**src/shared/lcr_pkg.sv**
```systemverilog
// constants for the link controller configuration registers
// assumes a host bus clocked by the system clock, register pointer selection
package lcr_pkg;
  // ---------------------------------------------------------------
  // register pointer indices
  // ---------------------------------------------------------------
  localparam logic [2:0] LCR_IDX_OPT = 3'h2; // options and base high
  localparam logic [2:0] LCR_IDX_BASE = 3'h3; // base low
  localparam logic [2:0] LCR_IDX_WDOG = 3'h4; // bus master and watchdogs
  localparam logic [15:0] LCR_RST_VAL = 16'h0000; // all fields clear on reset
  // ---------------------------------------------------------------
  // field positions, options register
  // ---------------------------------------------------------------
  localparam int LCR_B_SHORT = 15;
  localparam int LCR_B_EXT = 14;
  localparam int LCR_B_RSUP = 13;
  localparam int LCR_B_IDLE = 12;
  localparam int LCR_B_X75 = 11;
  localparam int LCR_B_PROMISCUOUS_RECEIVE = 10;
  localparam int LCR_B_UI = 9;
  localparam int LCR_B_XID = 8;
  localparam int LCR_B_BASEH = 0; // 7:0
  // ---------------------------------------------------------------
  // field positions, watchdog register
  // ---------------------------------------------------------------
  localparam int LCR_B_TXWD = 14; // 15:14
  localparam int LCR_B_RXWD = 12; // 13:12
  localparam int LCR_B_ODD = 11;
  localparam int LCR_B_HOLD = 10;
  localparam int LCR_B_FWM = 8; // 9:8
  localparam int LCR_B_BAE = 7;
  localparam int LCR_B_BUS_RELEASE_SELECT = 6;
  localparam int LCR_B_BCON = 0;
  // ---------------------------------------------------------------
  // dma cycle lengths in system clocks
  // ---------------------------------------------------------------
  localparam logic [2:0] LCR_CYC_SHORT = 3'h5;
  localparam logic [2:0] LCR_CYC_BURST = 3'h6;
  localparam logic [2:0] LCR_CYC_SINGLE = 3'h7;
  // ---------------------------------------------------------------
  // init block offsets in extended layout
  // ---------------------------------------------------------------
  localparam logic [7:0] LCR_OFS_SCALER = 8'h08;
  localparam logic [7:0] LCR_OFS_RETRY_EXT = 8'h28;
  localparam logic [7:0] LCR_OFS_LAST_EXT = 8'h37;
  // ---------------------------------------------------------------
  // watermark thresholds in 16-bit words
  // ---------------------------------------------------------------
  localparam logic [5:0] LCR_WM_10 = 6'h09;
  localparam logic [5:0] LCR_WM_01 = 6'h11;
  localparam logic [5:0] LCR_WM_00 = 6'h19;
  localparam logic [5:0] LCR_HO_10 = 6'h13;
  localparam logic [5:0] LCR_HO_01 = 6'h0B;
  localparam logic [5:0] LCR_HO_00 = 6'h03;
  // ---------------------------------------------------------------
  // provider primitive report
  // ---------------------------------------------------------------
  localparam logic [3:0] LCR_PRIM_WDOG = 4'h3;
  localparam logic [1:0] LCR_PARM_TX = 2'h1;
  localparam logic [1:0] LCR_PARM_RX = 2'h2;
  // received frame kinds seen by the filter
  typedef enum logic [1:0] {LCR_FR_OTHER, LCR_FR_UI, LCR_FR_XID} lcr_frame_t;
endpackage

```
**src/shared/lcr_wd_if.sv**
```systemverilog
// carrier between the register bank and one clock watchdog
// assumes both ends run on the system clock
`timescale 1ns/100ps
`default_nettype none
interface lcr_wd_if;
  logic [1:0] sel; // 00 off, else length code
  logic kick; // pin transition seen
  logic expire; // one-cycle expiry pulse
  modport ctl (output sel, output kick, input expire);
  modport tmr (input sel, input kick, output expire);
endinterface
`default_nettype wire

```
**src/hdl/lcr_watchdog.sv**
```systemverilog
// one serial clock watchdog counting system clocks between pin transitions
// assumes a synchronous kick and a reset already synchronised
`timescale 1ns/100ps
`default_nettype none
module lcr_watchdog
  import lcr_pkg::*;
#(
  parameter int EXP_BASE = 18 // log2 of the shortest period
) (
  input wire logic clk,
  input wire logic rst_n,
  lcr_wd_if.tmr wd
);
  // ---------------------------------------------------------------
  // state
  // ---------------------------------------------------------------
  typedef struct packed {
    logic [EXP_BASE+2:0] cnt; // cycles since last transition
    logic fired; // expiry already reported
    logic pulse; // expiry strobe
  } lcr_wd_st_t;
  lcr_wd_st_t st_ff;
  lcr_wd_st_t nxt_st;

  // terminal count for a select code
  function automatic logic [EXP_BASE+2:0] lcr_limit(input logic [1:0] s);
    logic [EXP_BASE+2:0] one;
    one = {{(EXP_BASE+2){1'b0}}, 1'b1};
    unique case (s)
      2'h1: lcr_limit = one << EXP_BASE;
      2'h2: lcr_limit = one << (EXP_BASE + 1);
      default: lcr_limit = one << (EXP_BASE + 2);
    endcase
  endfunction

  // count, restart on transition, fire once
  always_comb begin
    nxt_st = st_ff;
    nxt_st.pulse = 1'b0;
    if (wd.sel == 2'h0 || wd.kick) begin
      nxt_st.cnt = '0;
      nxt_st.fired = 1'b0;
    end else if (!st_ff.fired) begin
      if (st_ff.cnt + (EXP_BASE+3)'(1) >= lcr_limit(wd.sel)) begin
        nxt_st.pulse = 1'b1;
        nxt_st.fired = 1'b1;
      end else begin
        nxt_st.cnt = st_ff.cnt + (EXP_BASE+3)'(1);
      end
    end
  end

  // register the state
  always_ff @(posedge clk or negedge rst_n) begin
    if (!rst_n) begin
      st_ff <= '0;
    end else begin
      st_ff <= nxt_st;
    end
  end

  assign wd.expire = st_ff.pulse;
endmodule // lcr_watchdog
`default_nettype wire

```
**src/hdl/lcr_config_regs.sv**
```systemverilog
// configuration register bank of the link controller plus the logic it steers
// assumes host strobes on the system clock; serial clocks and bus release are pins
`timescale 1ns/100ps
`default_nettype none
module lcr_config_regs
  import lcr_pkg::*;
#(
  parameter int WD_EXP_BASE = 18, // shortest watchdog period as power of two
  parameter logic [7:0] OFS_RETRY_STD = 8'h0A, // retry count offset, normal layout
  parameter logic [7:0] OFS_LAST_STD = 8'h1E // last block offset, normal layout
) (
  input wire logic clk,
  input wire logic rst_n,
  // host register port
  input wire logic host_sel,
  input wire logic host_ptr_sel,
  input wire logic host_wr,
  input wire logic host_rd,
  input wire logic [15:0] host_wdata,
  output logic [15:0] host_rdata,
  // dma engine
  input wire logic dma_burst,
  output logic [2:0] dma_cycle_clocks,
  output logic [23:0] setup_block_base,
  output logic extended_block_enable,
  output logic [7:0] scaler_offset,
  output logic scaler_is_word,
  output logic [7:0] retry_count_offset,
  output logic [7:0] block_last_offset,
  // protocol engine
  output logic reject_frame_suppress,
  output logic idle_timer_mode,
  output logic interexchange_variant_enable,
  input wire logic transparent_mode,
  output logic skip_addr_filter,
  input wire logic rx_frame_done,
  input wire logic rx_frame_good,
  input wire logic rx_addr_match,
  input wire lcr_frame_t rx_frame_kind,
  output logic rx_frame_accept,
  input wire logic rx_any_frame,
  output logic idle_timer_restart,
  // fifos
  input wire logic rx_first_byte,
  output logic rx_dup_first_byte,
  input wire logic [5:0] rx_fifo_words,
  input wire logic rx_end_of_frame,
  output logic rx_dma_allowed,
  input wire logic [5:0] tx_fifo_free,
  input wire logic [5:0] tx_fifo_words,
  input wire logic tx_frame_loaded,
  output logic tx_fetch_allowed,
  output logic tx_start_allowed,
  // bus pins
  input wire logic addr_phase_drive,
  output logic upper_addr_oe,
  input wire logic bus_release_input,
  output logic bus_release_active,
  output logic byte_mask_low_mode,
  // serial clock pins
  input wire logic tx_serial_clock,
  input wire logic rx_serial_clock,
  // provider primitive report
  output logic prim_valid,
  output logic [3:0] provider_primitive_code,
  output logic [1:0] provider_parameter,
  output logic primitive_lost_flag
);
  // ---------------------------------------------------------------
  // state
  // ---------------------------------------------------------------
  typedef struct packed {
    logic [2:0] ptr; // register pointer
    logic [15:0] opt; // options and base high
    logic [15:0] base; // base low
    logic [15:0] wdog; // bus master and watchdog config
    logic [15:0] rdata; // read data
    logic [1:0] tx_sync; // tx clock synchroniser
    logic [1:0] rx_sync; // rx clock synchroniser
    logic tx_last; // previous synced tx clock
    logic rx_last; // previous synced rx clock
    logic [1:0] rel_sync; // bus release synchroniser
    logic prim; // primitive strobe
    logic [3:0] code; // primitive code
    logic [1:0] parm; // primitive parameter
    logic lost; // both expired together
  } lcr_st_t;
  lcr_st_t st_ff;
  lcr_st_t nxt_st;
  logic [1:0] rst_sync_ff; // reset release stages
  logic rst_int_n; // synchronised reset

  lcr_wd_if tx_wd ();
  lcr_wd_if rx_wd ();

  // ---------------------------------------------------------------
  // reset release
  // ---------------------------------------------------------------
  // two stages so deassertion meets timing
  always_ff @(posedge clk or negedge rst_n) begin
    if (!rst_n) begin
      rst_sync_ff <= 2'h0;
    end else begin
      rst_sync_ff <= {rst_sync_ff[0], 1'b1};
    end
  end
  assign rst_int_n = rst_sync_ff[1];

  // watermark decode, shared by receive and transmit paths
  function automatic logic [5:0] lcr_fwm(input logic [1:0] c);
    unique case (c)
      2'h2: lcr_fwm = LCR_WM_10;
      2'h1: lcr_fwm = LCR_WM_01;
      default: lcr_fwm = LCR_WM_00;
    endcase
  endfunction

  // hold-off threshold decode
  function automatic logic [5:0] lcr_hold(input logic [1:0] c);
    unique case (c)
      2'h2: lcr_hold = LCR_HO_10;
      2'h1: lcr_hold = LCR_HO_01;
      default: lcr_hold = LCR_HO_00;
    endcase
  endfunction

  // ---------------------------------------------------------------
  // next state
  // ---------------------------------------------------------------
  always_comb begin
    logic tx_exp;
    logic rx_exp;
    tx_exp = tx_wd.expire;
    rx_exp = rx_wd.expire;
    nxt_st = st_ff;
    // pin synchronisers
    nxt_st.tx_sync = {st_ff.tx_sync[0], tx_serial_clock};
    nxt_st.rx_sync = {st_ff.rx_sync[0], rx_serial_clock};
    nxt_st.tx_last = st_ff.tx_sync[1];
    nxt_st.rx_last = st_ff.rx_sync[1];
    nxt_st.rel_sync = {st_ff.rel_sync[0], bus_release_input};
    // host writes
    if (host_sel && host_wr) begin
      if (host_ptr_sel) begin
        nxt_st.ptr = host_wdata[3:1];
      end else begin
        unique case (st_ff.ptr)
          LCR_IDX_OPT: nxt_st.opt = host_wdata;
          LCR_IDX_BASE: nxt_st.base = host_wdata;
          LCR_IDX_WDOG: nxt_st.wdog = host_wdata;
          default: ; // unmapped index ignored
        endcase
      end
    end
    // host reads, registered
    if (host_sel && host_rd) begin
      if (host_ptr_sel) begin
        nxt_st.rdata = {12'h000, st_ff.ptr, 1'b0};
      end else begin
        unique case (st_ff.ptr)
          LCR_IDX_OPT: nxt_st.rdata = st_ff.opt;
          LCR_IDX_BASE: nxt_st.rdata = st_ff.base;
          LCR_IDX_WDOG: nxt_st.rdata = st_ff.wdog;
          default: nxt_st.rdata = 16'h0000; // unmapped reads zero
        endcase
      end
    end
    // watchdog expiry report
    nxt_st.prim = tx_exp | rx_exp;
    if (tx_exp | rx_exp) begin
      nxt_st.code = LCR_PRIM_WDOG;
      nxt_st.parm = tx_exp ? LCR_PARM_TX : LCR_PARM_RX;
      nxt_st.lost = tx_exp & rx_exp;
    end
  end

  // ---------------------------------------------------------------
  // state register
  // ---------------------------------------------------------------
  // every field returns to zero on bus reset
  always_ff @(posedge clk or negedge rst_int_n) begin
    if (!rst_int_n) begin
      st_ff <= '0;
    end else begin
      st_ff <= nxt_st;
    end
  end

  // ---------------------------------------------------------------
  // watchdogs
  // ---------------------------------------------------------------
  assign tx_wd.sel = st_ff.wdog[LCR_B_TXWD +: 2];
  assign rx_wd.sel = st_ff.wdog[LCR_B_RXWD +: 2];
  // any edge of the synced serial clock restarts the count
  assign tx_wd.kick = st_ff.tx_sync[1] ^ st_ff.tx_last;
  assign rx_wd.kick = st_ff.rx_sync[1] ^ st_ff.rx_last;

  lcr_watchdog #(
    .EXP_BASE(WD_EXP_BASE)
  ) u_tx_wd (
    .clk(clk),
    .rst_n(rst_int_n),
    .wd(tx_wd)
  );

  lcr_watchdog #(
    .EXP_BASE(WD_EXP_BASE)
  ) u_rx_wd (
    .clk(clk),
    .rst_n(rst_int_n),
    .wd(rx_wd)
  );

  // ---------------------------------------------------------------
  // host read data and primitive report
  // ---------------------------------------------------------------
  assign host_rdata = st_ff.rdata;
  assign prim_valid = st_ff.prim;
  assign provider_primitive_code = st_ff.code;
  assign provider_parameter = st_ff.parm;
  assign primitive_lost_flag = st_ff.lost;

  // ---------------------------------------------------------------
  // dma engine controls
  // ---------------------------------------------------------------
  // short cycle wins over the transfer kind
  assign dma_cycle_clocks = st_ff.opt[LCR_B_SHORT] ? LCR_CYC_SHORT :
                            (dma_burst ? LCR_CYC_BURST : LCR_CYC_SINGLE);
  // bit zero is the host's to keep even
  assign setup_block_base = {st_ff.opt[LCR_B_BASEH +: 8], st_ff.base};
  assign extended_block_enable = st_ff.opt[LCR_B_EXT];
  assign scaler_offset = LCR_OFS_SCALER;
  assign scaler_is_word = st_ff.opt[LCR_B_EXT];
  assign retry_count_offset = st_ff.opt[LCR_B_EXT] ? LCR_OFS_RETRY_EXT : OFS_RETRY_STD;
  assign block_last_offset = st_ff.opt[LCR_B_EXT] ? LCR_OFS_LAST_EXT : OFS_LAST_STD;

  // ---------------------------------------------------------------
  // protocol engine controls
  // ---------------------------------------------------------------
  assign reject_frame_suppress = st_ff.opt[LCR_B_RSUP];
  assign idle_timer_mode = st_ff.opt[LCR_B_IDLE];
  // in idle mode every received frame restarts the timer
  assign idle_timer_restart = st_ff.opt[LCR_B_IDLE] & rx_any_frame;
  assign interexchange_variant_enable = st_ff.opt[LCR_B_X75];
  assign skip_addr_filter = st_ff.opt[LCR_B_PROMISCUOUS_RECEIVE] & transparent_mode;

  // frame filter: good frame, address or promiscuous, kind enabled
  always_comb begin
    logic kind_ok;
    kind_ok = 1'b1;
    unique case (rx_frame_kind)
      LCR_FR_UI: kind_ok = st_ff.opt[LCR_B_UI];
      LCR_FR_XID: kind_ok = st_ff.opt[LCR_B_XID];
      default: kind_ok = 1'b1;
    endcase
    rx_frame_accept = rx_frame_done & rx_frame_good & kind_ok &
                      (rx_addr_match | skip_addr_filter);
  end

  // ---------------------------------------------------------------
  // fifo thresholds
  // ---------------------------------------------------------------
  assign rx_dup_first_byte = st_ff.wdog[LCR_B_ODD] & rx_first_byte;
  assign rx_dma_allowed = (rx_fifo_words >= lcr_fwm(st_ff.wdog[LCR_B_FWM +: 2])) |
                          rx_end_of_frame;
  assign tx_fetch_allowed = tx_fifo_free >= lcr_fwm(st_ff.wdog[LCR_B_FWM +: 2]);
  assign tx_start_allowed = !st_ff.wdog[LCR_B_HOLD] | tx_frame_loaded |
                            (tx_fifo_words >= lcr_hold(st_ff.wdog[LCR_B_FWM +: 2]));

  // ---------------------------------------------------------------
  // bus pin controls
  // ---------------------------------------------------------------
  // constant drive for bank select, else follow the low address pins
  assign upper_addr_oe = st_ff.wdog[LCR_B_BAE] | addr_phase_drive;
  // release input only honoured while the pin is in that role
  assign bus_release_active = st_ff.wdog[LCR_B_BUS_RELEASE_SELECT] & st_ff.rel_sync[1];
  assign byte_mask_low_mode = !st_ff.wdog[LCR_B_BUS_RELEASE_SELECT] & !st_ff.wdog[LCR_B_BCON];
endmodule // lcr_config_regs
`default_nettype wire

```
**config.mk**
```make
export PLATFORM = sky130hd
export DESIGN_NAME = lcr_config_regs
export DESIGN_NICKNAME = d
export VERILOG_FILES = /design/src/shared/lcr_pkg.sv /design/src/shared/lcr_wd_if.sv /design/src/hdl/lcr_watchdog.sv /design/src/hdl/lcr_config_regs.sv
export SDC_FILE = /design/constraint.sdc
export NUM_CORES = 1
export LEC_CHECK = 0
export BUFFER_PORTS_ARGS = -buffer_cell sky130_fd_sc_hd__buf_2
export CAP_MARGIN = 25
export CORE_ASPECT_RATIO = 0.6
export CORE_MARGIN = 3
export CORE_UTILIZATION = 51
export DETAILED_ROUTE_END_ITERATION = 12
export PLACE_DENSITY = 0.8
export SETUP_SLACK_MARGIN = 0.3
export SYNTH_ARGS = -nofsm -noshare
export SYNTH_HDL_FRONTEND = slang
export SYNTH_SLANG_ARGS = --single-unit
```
**constraint.sdc**
```tcl
create_clock -name clk -period 4.25 [get_ports clk]
set_clock_uncertainty 0.15 [all_clocks]
set_input_delay 0.425 -clock clk [delete_from_list [all_inputs] [get_ports clk]]
set_output_delay 0.425 -clock clk [all_outputs]
set_load 0.1 [all_outputs]
```
## Yosys cells after proc, flatten, opt, wreduce, memory -nomap -nowiden

Cells that the tools add are included.
W data, S select, Z words.

| word-level totals | value |
|---|---|
| register bits after elaboration | 128 |
| word-level logic and storage cells | 102 |
| output and inout port bits | 90 |
| input bits | 55 |

| operators by class | value |
|---|---|
| bitwise gates (word level) | 18 |
| equal/unequal tests | 15 |
| $lt $le $gt $ge | 5 |
| reduce and logical (&&, ||, !) cells | 15 |
| $add $sub $neg | 2 |
| muxes and demuxes | 26 |

Operator list:

| cell | count |
|---|---|
| $mux W21 | 6 |
| $pmux W21 S2 | 2 |
| $pmux W16 S3 | 1 |
| $mux W23 | 2 |
| $mux W22 | 2 |
| $add A21 B1 Y21 const B | 2 |
| $ge A21 B21 Y1 | 2 |
| $pmux W5 S2 | 2 |
| $ge A6 B6 Y1 | 3 |
| $mux W16 | 1 |
| $mux W6 | 2 |
| $and A1 B1 Y1 | 9 |
| $reduce_and A3 Y1 | 3 |
| $eq A2 B1 Y1 const B | 4 |
| $eq A2 B2 Y1 const B | 4 |
| $mux W2 | 4 |
| $eq A3 B2 Y1 const B | 2 |
| $or A1 B1 Y1 | 6 |
| $reduce_and A2 Y1 | 3 |
| $logic_not A2 Y1 | 2 |
| $ne A2 B1 Y1 const B | 2 |
| $ne A2 B2 Y1 const B | 2 |
| $eq A3 B3 Y1 const B | 1 |
| $logic_not A1 Y1 | 3 |
| 6 further kinds | 11 |

## Logic depth before layout (Yosys ltp)

Gate-level depths: netlist (run 1).

| logic depth | value |
|---|---|
| depth after elaboration | 8 |
| gate-level depth with buffers | 17 |
| gate-level depth less buffers | 13 |

## Cells and area by module

A second synthesis (run 1) with hierarchy kept.

| second synthesis, totals | value |
|---|---|
| cell total of the unflattened synthesis | 711 |
| area total of the unflattened synthesis | 7487.2 µm² |

Modules (own cells, without submodules):

| module | seq. area each (µm²) | area an instance (µm²) | times used | cells an instance |
|---|---|---|---|---|
| lcr_config_regs | 2052.0 | 4124.0 | 1 | 327 |
| lcr_watchdog | 575.6 | 1681.6 | 2 | 192 |

## Worst setup path before layout (run 1)

No wires, ideal clock.

| timing | value |
|---|---|
| path type | register -> register |
| start point | register u_rx_wd.st_ff[5] (netlist bit) |
| end point | register u_rx_wd.st_ff[18] (netlist bit) |
| data required time | 4.022 ns |
| period minus slack after synthesis | 3.500 ns |
| library setup time | 0.078 ns |
| cell stages (with the launch flop) | 17 |
| arrival time | 3.272 ns |
| path slack | 0.750 ns |
| cell sequence | dfrtp_1 buf_2 and3_1 buf_2 nand4_1 nor2_1 nand3_1 xnor2_1 ha_1 nor2b_1 o21ai_0 nand2b_1 or2_2 clkbuf_1 clkbuf_1 or4_1 a21oi_1 |

| on the way | value |
|---|---|
| longest elaborated chain between the ends | 4 |
| elaborated cells between the ends (all ways) | 7 |
| classes of those cells | 1 x add/sub; 1 x order compare; 1 x eq/ne; 3 x mux; 1 x reduce/logical |

Ends and longest elaborated chain:

| what | RTL line | text |
|---|---|---|
| start: declaration | lcr_watchdog.sv:22 | `lcr_wd_st_t st_ff;` |
| start signal: assignment | lcr_watchdog.sv:58 | `st_ff <= nxt_st;` |
| $add A21 B1 Y21 * | lcr_watchdog.sv:44, lcr_watchdog.sv:48 |  |
| $ge A21 B21 Y1 or $mux W21 (tied branches) | lcr_watchdog.sv:44 | `if (st_ff.cnt + (EXP_BASE+3)'(1) >= lcr_limit(wd.sel)) begin` |
| $ne A2 B1 Y1 (no line) or $mux W23 (tied branches) | - |  |
| $reduce_and A2 Y1 (no line) or $mux W22 (tied branches) | - |  |

Mark *: on every way between the ends. The rest lies on a longest branch, timed or not. The select of a mux whose other input is x is not followed.
A chain may end at the register's enable or synchronous reset.

## Final worst setup path (run 1)

| timing | value |
|---|---|
| start point | register u_tx_wd.st_ff[2] (netlist bit) |
| end point | register u_tx_wd.st_ff[18] (netlist bit) |

| on the way | value |
|---|---|
| longest elaborated chain between the ends | 4 |
| elaborated cells between the ends (all ways) | 7 |
| classes of those cells | 1 x add/sub; 1 x order compare; 1 x eq/ne; 3 x mux; 1 x reduce/logical |

Ends and longest elaborated chain:

| what | RTL line |
|---|---|
| start: declaration | lcr_watchdog.sv:22 |
| start signal: assignment | lcr_watchdog.sv:58 |
| $add A21 B1 Y21 * | lcr_watchdog.sv:44, lcr_watchdog.sv:48 |
| $ge A21 B21 Y1 or $mux W21 (tied branches) | lcr_watchdog.sv:44 |
| $ne A2 B1 Y1 (no line) or $mux W23 (tied branches) | - |
| $reduce_and A2 Y1 (no line) or $mux W22 (tied branches) | - |

Marked as above.

==> impl_metrics.yaml, run 1 <==
critical_path:
  worstPathMaxFanout: 10
  cp_data_arrival_time_ns: 3.97
  slowest_stage: "or4_1"
  crit_path_end_kind: "register"
  cpPeakStageDelay_ns: 0.48
  start_kind: "register"
  crit_top_cell: "ha_1"
  worstSetupPathType: "reg -> reg"
  cp_cell_sequence: "ha_1 > nand3_2 > nor4_4 > nand3_1 > xor2_1 > ha_1 > nand4_1 > nor2_1 > o2111ai_1 > a211oi_2 > buf_4 > and4_2 > or4_1 > a21oi_1"
  cp.required_ns: 4.41
clock_network:
  clkTransAtPathRegs_ns: 0.06
  cts_tree: "built"
  clock_latency_ns: 0.41
  cts-root-buf: "clkbuf_16"
  cts.sinks: 128
  htree_levels: 4
  cts_buffers: 17
  clock_path_buffers: 2
yosys:
  synth_cell_types: 60
  synthSimpleGateAreaFrac_pct: 16.9
  syn_inst: 746
  synth_xor_area_share_pct: 1.51
  post_synth_fa_ha_maj_area_fraction_pct: 4.02
  synth-compound-area-share_pct: 13.9
  yosysSeqAreaShare_pct: 42.9
  syn_avg_cell_area_um2: 10.0
  synth-main-ff-cell: "dfrtp_1"
  synth_top_area_cell: "dfrtp_1"
  synth-async-reset-ratio_pct: 100
  yosys-top-cells-area: "dfrtp_1, buf_4, mux2_2, ha_1, or4_1"
  synth_edf_count: 0
  synth_top_family_by_area: "simple AND/OR/NAND/NOR gates"
  yosysTopAreaCellShare_pct: 42.9
  synth.mux.area_fraction_pct: 9.75
  ys_ff_latch: 128
  syn_area_um2: 7470
  ys_warn_count: 0
power_and_ir_drop:
  leakage_nw: 3.86
  ir_drop_mv: 0.673
  p_per_area_nw_per_um2: 702
layout:
  areaGrowthSynthToFinish_pct: 14.4
  nNetsFinal: 894
  final_cell_area_um2: 8540
  antenna_cells: 0
  final_common_cell: "dfrtp_1"
  final_cell_mix: "dfrtp_1, buf_2, nand2_1"
  final_layout_size_suffix_gt1_share_pct: 29.3
drt:
  wl_per_cell_um: 17.9
  drtIter0Drc: 405
  drtPass1Iterations: 5
  drc: 0
  routed_via_density: 6.00
  via_count: 6122
  antenna_left: 0
  routed_wl_um: 18200
placement:
  dp_hpwl_um: 12000
  dpl_cell_area_um2: 7790
  place_congestion: 0.909
  place.port_buffers: 122
grt:
  antenna_found_initial: 0
  gr-usage-all-layers_pct: 21.6
  grt_start_max_net_pins: 58
  grt-ovfl-total: 0
  grt_first_pass_wirelength_um: 28300
  grt_pass1_vias: 5590
worst_hold_path:
  hold_path.class: "reg -> async"
timing:
  finalHoldViolations: 0
  rsz0062_at_grt: "no"
  setup_violations: 0
  maxSlewViolCount: 0
  worstMarginPinSlew_ns: 0.919
  max_clock_freq_mhz: 263
  max_slew_margin_pct: 38.8
  fin_setup_tns_ns: 0
  post-route-min-period_ns: 3.81
  fin_crit_sh_pct: 89.6
floorplanning:
  die_h_um: 99.7
  num_io_pins: 145
  rows: 33
  initial_core_util_pct: 53.3
  core_area_um2: 14000
  die-area_um2: 16200
  die_w_um: 162
flow_run:
  cap_violations: 0
outcome:
  outcome: "finished clean"
==> synth_stat cells, types with 7 or more instances <==
library cell / n
and2_1: 7
a21oi_1: 42
buf_2: 12
nor3_1: 14
clkbuf_1: 25
dfrtp_1: 128
a22o_1: 14
inv_1: 21
nand2_1: 54
o31ai_1: 32
nand3_1: 19
and3_1: 7
nor2_1: 27
mux2i_1: 21
buf_4: 74
ha_1: 24
nand4_1: 12
nand2b_1: 11
mux2_2: 45
or4_1: 35
o21ai_0: 32
==> state kept, by name, summed over array words and instances (netlist names) <==
signal / flops
setup_block_base: 24
st_ff: 24
u_rx_wd.st_ff: 22
u_tx_wd.st_ff: 22
host_rdata: 16
nxt_st: 5
provider_parameter: 2
rst_sync_ff: 2
rx_wd.sel: 2
extended_block_enable: 1
idle_timer_mode: 1
interexchange_variant_enable: 1
prim_valid: 1
primitive_lost_flag: 1
provider_primitive_code: 1
reject_frame_suppress: 1
u_rx_wd.wd.expire: 1
u_tx_wd.wd.expire: 1
==> cells by family after synthesis <==
kind of cell,Yosys count
AOI/OAI and AO/OA,157
other,2
muxes,67
adders and majority gates,24
and+or+nand+nor,221
xor gates and xnor gates,12
buffers and inverters,135
DFF,128
==> worst max-delay path, delay by kind of cell, from the launching register on <==
kind	cells	cell delay (ns)
AND/OR/NAND/NOR	7	1.78
adder cells (fa/ha/maj)	2	0.57
flip-flops	1	0.45
AO/OA/AOI/OAI	3	0.39
XOR/XNOR	1	0.21
buffers and inverters	1	0.17
==> final timing paths <==
| check | slack (ns) | cells after the start | from | to |
|---|---|---|---|---|
| min in group clk | 0.11 | 3 | host_wdata[12] | rx_wd.sel[0] |
| min | 0.10 | 0 | rst_sync_ff[1] | u_tx_wd.st_ff[14] |
| min reg2reg | 0.10 | 0 | rst_sync_ff[1] | u_tx_wd.st_ff[14] |
| max reg2reg | 0.44 | 14 | u_tx_wd.st_ff[2] | u_tx_wd.st_ff[18] |
| max | 0.44 | 14 | u_tx_wd.st_ff[2] | u_tx_wd.st_ff[18] |
| max in group asynchronous | 2.83 | 2 | rst_sync_ff[1] | host_rdata[12] |
==> power by group <==
part,internal (mW),switching (mW),total [mW]
Clock,0.934,0.577,1.51
Sequential,1.48,0.224,1.70
Combinational,0.538,2.24,2.78
Total,2.95,3.04,5.99
==> routing by layer <==
metal  up-vias  wire length [um]  global-route usage, %  share of wire [%]
li1       2799                 -                      -                  -
met1      2990              8400                   31.8                 46
met2       299              7870                   31.3                 43
met3        34              1730                   6.37                9.5
met4         0               223                   5.11                1.2
met5         -                 0                      0                  0
==> what timing repair did <==
item | 4_1_cts | 5_1_grt
pin swaps | 0 | 5
resized for setup | 1 | 15
cloned | 0 | 4
setup buffers | 0 | 2
hold buffers | 4 | 0
hold endpoints to repair | 5 | 0
endpoints found under the setup margin | 13 | 44
==> cell type report <==
cell class	instances	area, um2
fillers	1096	5460
multi-input cells	508	3630
inverters	21	78.8
well taps	192	240
flip-flops and latches	128	3210
clock inverters	14	181
clock buffers	18	429
repair buffers	139	768
==> stage by stage <==
stage | hold WS (ns) | total power [mW] | util, % | cells | worst slack [ns]
detailed placement | 0.0624 | 4.44 | 55.7 | 978 | 0.276
global route | 0.132 | 6.25 | 61.0 | 1020 | 0.224
CTS | 0.100 | 5.98 | 60.3 | 1014 | 0.341
floorplan | -0.0206 | 4.19 | - | 767 | 0.750
finish | 0.101 | 5.99 | 61.0 | 1020 | 0.444
global placement | 0.0626 | 4.38 | 55.5 | 977 | 0.486
Note: power is estimated with default switching activity, not from simulation.
==> run 2, diff against run 1 <==
--- a/config.mk
+++ b/config.mk
@@ -11,7 +11,7 @@
 export CORE_MARGIN = 3
 export CORE_UTILIZATION = 51
 export DETAILED_ROUTE_END_ITERATION = 12
-export PLACE_DENSITY = 0.8
+export PLACE_DENSITY = 0.77
 export SETUP_SLACK_MARGIN = 0.3
 export SYNTH_ARGS = -nofsm -noshare
 export SYNTH_HDL_FRONTEND = slang
==> impl_metrics.yaml, run 2 (synthesized netlist as in run 1, its figures left out) <==
drt:
  drc: 0
  drtPass1Iterations: 5
  routed_wl_um: 17600
  via_count: 5947
  wl_per_cell_um: 17.3
  drtIter0Drc: 499
  routed_via_density: 5.86
  antenna_left: 0
clock_network:
  cts_tree: "built"
  cts-root-buf: "clkbuf_16"
  clock_path_buffers: 2
  clock_latency_ns: 0.41
  clkTransAtPathRegs_ns: 0.06
  htree_levels: 4
  cts.sinks: 128
  cts_setup_buffers: 0
  cts_buffers: 17
grt:
  grt-ovfl-total: 0
  grt_pass1_vias: 5629
  grt_start_max_net_pins: 82
  gr-usage-all-layers_pct: 22.0
  grt_first_pass_wirelength_um: 28800
  antenna_found_initial: 0
critical_path:
  cp.required_ns: 4.41
  worstPathMaxFanout: 42
  cp_data_arrival_time_ns: 3.90
  crit_path_end_kind: "register"
  start_kind: "register"
  worstSetupPathType: "reg -> reg"
floorplanning:
  die_w_um: 162
  core_area_um2: 14000
  die-area_um2: 16200
  num_io_pins: 145
  die_h_um: 99.7
  initial_core_util_pct: 53.3
  rows: 33
timing:
  fin_setup_tns_ns: 0
  post-route-min-period_ns: 3.74
  finalHoldViolations: 3
  setup_violations: 0
  maxSlewViolCount: 0
  fin_crit_sh_pct: 88.1
  max_clock_freq_mhz: 267
  max_slew_margin_pct: 39.4
  holdWs_ns: -0.00285
  rsz0062_at_grt: "yes"
  worstMarginPinSlew_ns: 0.908
layout:
  areaGrowthSynthToFinish_pct: 14.3
  antenna_cells: 0
  fin_util_pct: 61.0
  final_cell_mix: "dfrtp_1, buf_2, nand2_1"
  final_layout_size_suffix_gt1_share_pct: 29.2
  final_cells: 1015
  nNetsFinal: 889
outcome:
  violations: "hold timing"
  outcome: "complete, but fails checks"
power_and_ir_drop:
  p_total_mw: 6.10
  ir_drop_mv: 0.765
  leakage_nw: 3.87
  p_per_area_nw_per_um2: 714
placement:
  dp_cells: 978
  dp_hpwl_um: 11900
  place_congestion: 0.885
  place.port_buffers: 122
worst_hold_path:
  hold_path.class: "reg -> async"
flow_run:
  cap_violations: 0
run 2: cell count changes in the layout (fill, tap and decap cells not counted), moves of 2 or more:
cell / before / now
dfrtp_1: 124 / 122
buf_4: 12 / 10
dfrtp_2: 3 / 5
clkinvlp_4: 3 / 0
bufinv_16: 3 / 5
and4_4: 4 / 1
run 2: repair_timing:
item,in CTS,in global routing
hold endpoints to repair,5,0
hold buffers,4,0
endpoints found under the setup margin,1,41
resized for setup,1,13
run 2: worst max-delay path, stage by stage, from the launching register on:
cell and delay (ns):
dfrtp_1 0.52, nand4_1 0.27, nor4_2 0.49, nand3_1 0.24
xnor2_1 0.18, ha_1 0.29, nand4_1 0.11, nor2_1 0.14
o2111ai_1 0.16, a211oi_1 0.20, and4_4 0.53, nor2_1 0.15
mux2i_1 0.21
run 2: path summary, 6_finish.rpt:
kind	cells after the start	start	slack [ns]	endpoint
min in group clk	3	host_wdata[15]	0.10	st_ff[47]
setup reg to reg	12	u_tx_wd.st_ff[13]	0.51	u_tx_wd.st_ff[3]
hold reg to reg	0	rst_sync_ff[1]	-0.003	st_ff[73]
max in group asynchronous	1	rst_sync_ff[1]	3.36	u_rx_wd.st_ff[1]
hold / removal	0	rst_sync_ff[1]	-0.003	st_ff[73]
setup / recovery	12	u_tx_wd.st_ff[13]	0.51	u_tx_wd.st_ff[3]
run 2: stage by stage:
stage | instance area, um2 | hold slack, ns | setup slack [ns]
finish | 8530 | -0.00285 | 0.506
global route | 8530 | 0.0103 | 0.281
CTS | 8470 | 0.0998 | 0.369
detailed placement | 7770 | 0.0625 | 0.328
global placement | 7770 | 0.0622 | 0.514
floorplan | 7550 | -0.0206 | 0.750
run 2: layer usage:
layer	part of all wire, %	wire length [um]	global-route usage (%)	vias up
li1	-	-	-	2776
met1	48	8460	32.7	2938
met5	0	0	0	-
met4	0.97	170	5.64	0
met3	6.6	1160	4.66	16
met2	44	7810	33.0	217
run 2: cell type report:
cell class / instances / area [um2]
Fill cell: 1098 / 5470
Multi-Input combinational cell: 504 / 3580
Sequential cell: 128 / 3210
Timing Repair Buffer: 138 / 764
Clock buffer: 18 / 429
Tap cell: 192 / 240
Clock inverter: 14 / 228
Inverter: 21 / 78.8
run 2: report_power, final:
part | total, mW | switching (mW) | internal [mW]
Combinational | 2.77 | 2.23 | 0.534
Clock | 1.63 | 0.572 | 1.05
Sequential | 1.70 | 0.223 | 1.48
==> run 3, diff against run 2 <==
--- a/config.mk
+++ b/config.mk
@@ -7,7 +7,7 @@
 export LEC_CHECK = 0
 export BUFFER_PORTS_ARGS = -buffer_cell sky130_fd_sc_hd__buf_2
 export CAP_MARGIN = 25
-export CORE_ASPECT_RATIO = 0.6
+export CORE_ASPECT_RATIO = 0.7
 export CORE_MARGIN = 3
 export CORE_UTILIZATION = 51
 export DETAILED_ROUTE_END_ITERATION = 12
==> impl_metrics.yaml, run 3 (synthesized netlist as in run 1, its figures left out) <==
outcome:
  outcome: "finished clean"
timing:
  maxSlewViolCount: 0
  worst_slack_ns: 0.556
  finalHoldViolations: 0
  fin_crit_sh_pct: 86.9
  post-route-min-period_ns: 3.69
  rsz0062_at_grt: "no"
  max_slew_margin_pct: 39.4
  setup_violations: 0
  max_clock_freq_mhz: 271
  fin_setup_tns_ns: 0
  worstMarginPinSlew_ns: 0.908
layout:
  areaGrowthSynthToFinish_pct: 13.2
  fin_util_pct: 60.0
  final_common_cell: "dfrtp_1"
  final_cell_mix: "dfrtp_1, buf_2, nand2_1"
  final_layout_size_suffix_gt1_share_pct: 29.3
  antenna_cells: 0
  nNetsFinal: 892
critical_path:
  r2r-end: "u_rx_wd.st_ff[18]"
  worstPathMaxFanout: 35
  crit_path_end_kind: "register"
  cp_data_arrival_time_ns: 3.87
  r2r_slack_ns: 0.56
  rr_startpoint: "u_rx_wd.st_ff[8]"
  r2r.worst_path.cells: 12
  worstSetupPathType: "reg -> reg"
  start_kind: "register"
  cp.required_ns: 4.43
floorplanning:
  die_h_um: 107
  die-area_um2: 16200
  die_w_um: 151
  core_area_um2: 14100
  num_io_pins: 145
  initial_core_util_pct: 53.0
  rows: 36
grt:
  grt_first_pass_wirelength_um: 28200
  grt_pass1_vias: 5494
  grt_start_max_net_pins: 68
  grt-ovfl-total: 0
  gr-usage-all-layers_pct: 21.8
  antenna_found_initial: 0
clock_network:
  clkTransAtPathRegs_ns: 0.06
  cts.sinks: 128
  cts-root-buf: "clkbuf_16"
  cts_tree: "built"
  clock_latency_ns: 0.42
  cts_buffers: 17
  clock_path_buffers: 2
  htree_levels: 4
drt:
  drc: 0
  drtPass1Iterations: 5
  drtIter0Drc: 495
  via_count: 6019
  routed_wl_um: 17600
  antenna_left: 0
  routed_via_density: 5.92
  wl_per_cell_um: 17.3
power_and_ir_drop:
  p_per_area_nw_per_um2: 692
  p_int_mw: 2.82
  leakage_nw: 3.83
  p_seq_share_pct: 29.2
  ir_drop_mv: 0.731
  switching_share_pct: 51.8
  p_clk_share_pct: 23.9
  p_sw_mw: 3.03
  p_comb_share_pct: 46.9
flow_run:
  cap_violations: 0
worst_hold_path:
  hold_path.class: "in -> reg"
  hold_end: "rx_wd.sel[0]"
  whs_path_depth: 3
  min_from: "host_wdata[12]"
placement:
  dp_hpwl_um: 11200
  place.port_buffers: 122
  place_congestion: 0.895
  place_ws_ns: 0.356
run 3: critical path: stages (launching register included):
cell and delay, ns:
dfrtp_1 0.50, and4_1 0.30, nand4_1 0.21, nor2_2 0.22, nand3_1 0.15, xnor2_1 0.16, ha_1 0.30, nor2b_1 0.13
o21ai_0 0.24, nand2b_1 0.13, or2_4 0.38, or4_1 0.56, a21oi_1 0.17
run 3: area by class of cell:
type	instances	area (um2)
clock buffers	17	425
well taps	190	238
clock inverters	15	136
inverters	21	78.8
flip-flops and latches	128	3210
multi-input cells	507	3620
fillers	1109	5650
repair buffers	138	744
run 3: per-stage QoR:
step,power (mW),hold slack (ns),std cells,area [um2]
CTS,5.85,0.0807,1011,8360
global route,6.12,0.0854,1016,8450
detailed placement,4.42,0.0600,975,7760
global placement,4.38,0.0615,975,7760
finish,5.85,0.0932,1016,8450
floorplan,4.19,-0.0206,767,7550
run 3: worst max-delay path by stage:
stage,from,to,slack (ns),cells past startpoint
final,u_rx_wd.st_ff[8],u_rx_wd.st_ff[18],0.56,12
after floorplan,u_rx_wd.st_ff[5],u_rx_wd.st_ff[18],0.75,16
after detailed placement,u_rx_wd.st_ff[5],u_rx_wd.st_ff[15],0.36,12
after global routing,u_rx_wd.st_ff[2],u_rx_wd.st_ff[10],0.27,14
after global placement,u_rx_wd.st_ff[5],u_rx_wd.st_ff[22],0.49,12
after CTS,u_rx_wd.st_ff[5],u_rx_wd.st_ff[18],0.31,12
run 3: power groups by stage:
stage | registers (mW) | logic [mW] | clock network (mW)
3_5_place_dp | 1.72 | 2.70 | 0
4_1_cts | 1.71 | 2.72 | 1.42
2_1_floorplan | 1.84 | 2.35 | 0
5_1_grt | 1.75 | 2.89 | 1.48
6_report | 1.71 | 2.74 | 1.40
3_3_place_gp | 1.71 | 2.67 | 0
run 3: layer usage:
layer | up-vias | track usage, % | routed length [um]
li1 | 2790 | - | -
met1 | 2983 | 33.2 | 8460
met2 | 220 | 30.8 | 7820
met3 | 26 | 4.86 | 1120
met4 | 0 | 6.79 | 215
met5 | - | 0 | 0
run 3: repair_timing:
item,in CTS,in global routing
endpoints found under the setup margin,0,44
gates resized for setup,0,16
buffers inserted,0,2
hold endpoints to repair,5,0
hold buffers,4,0
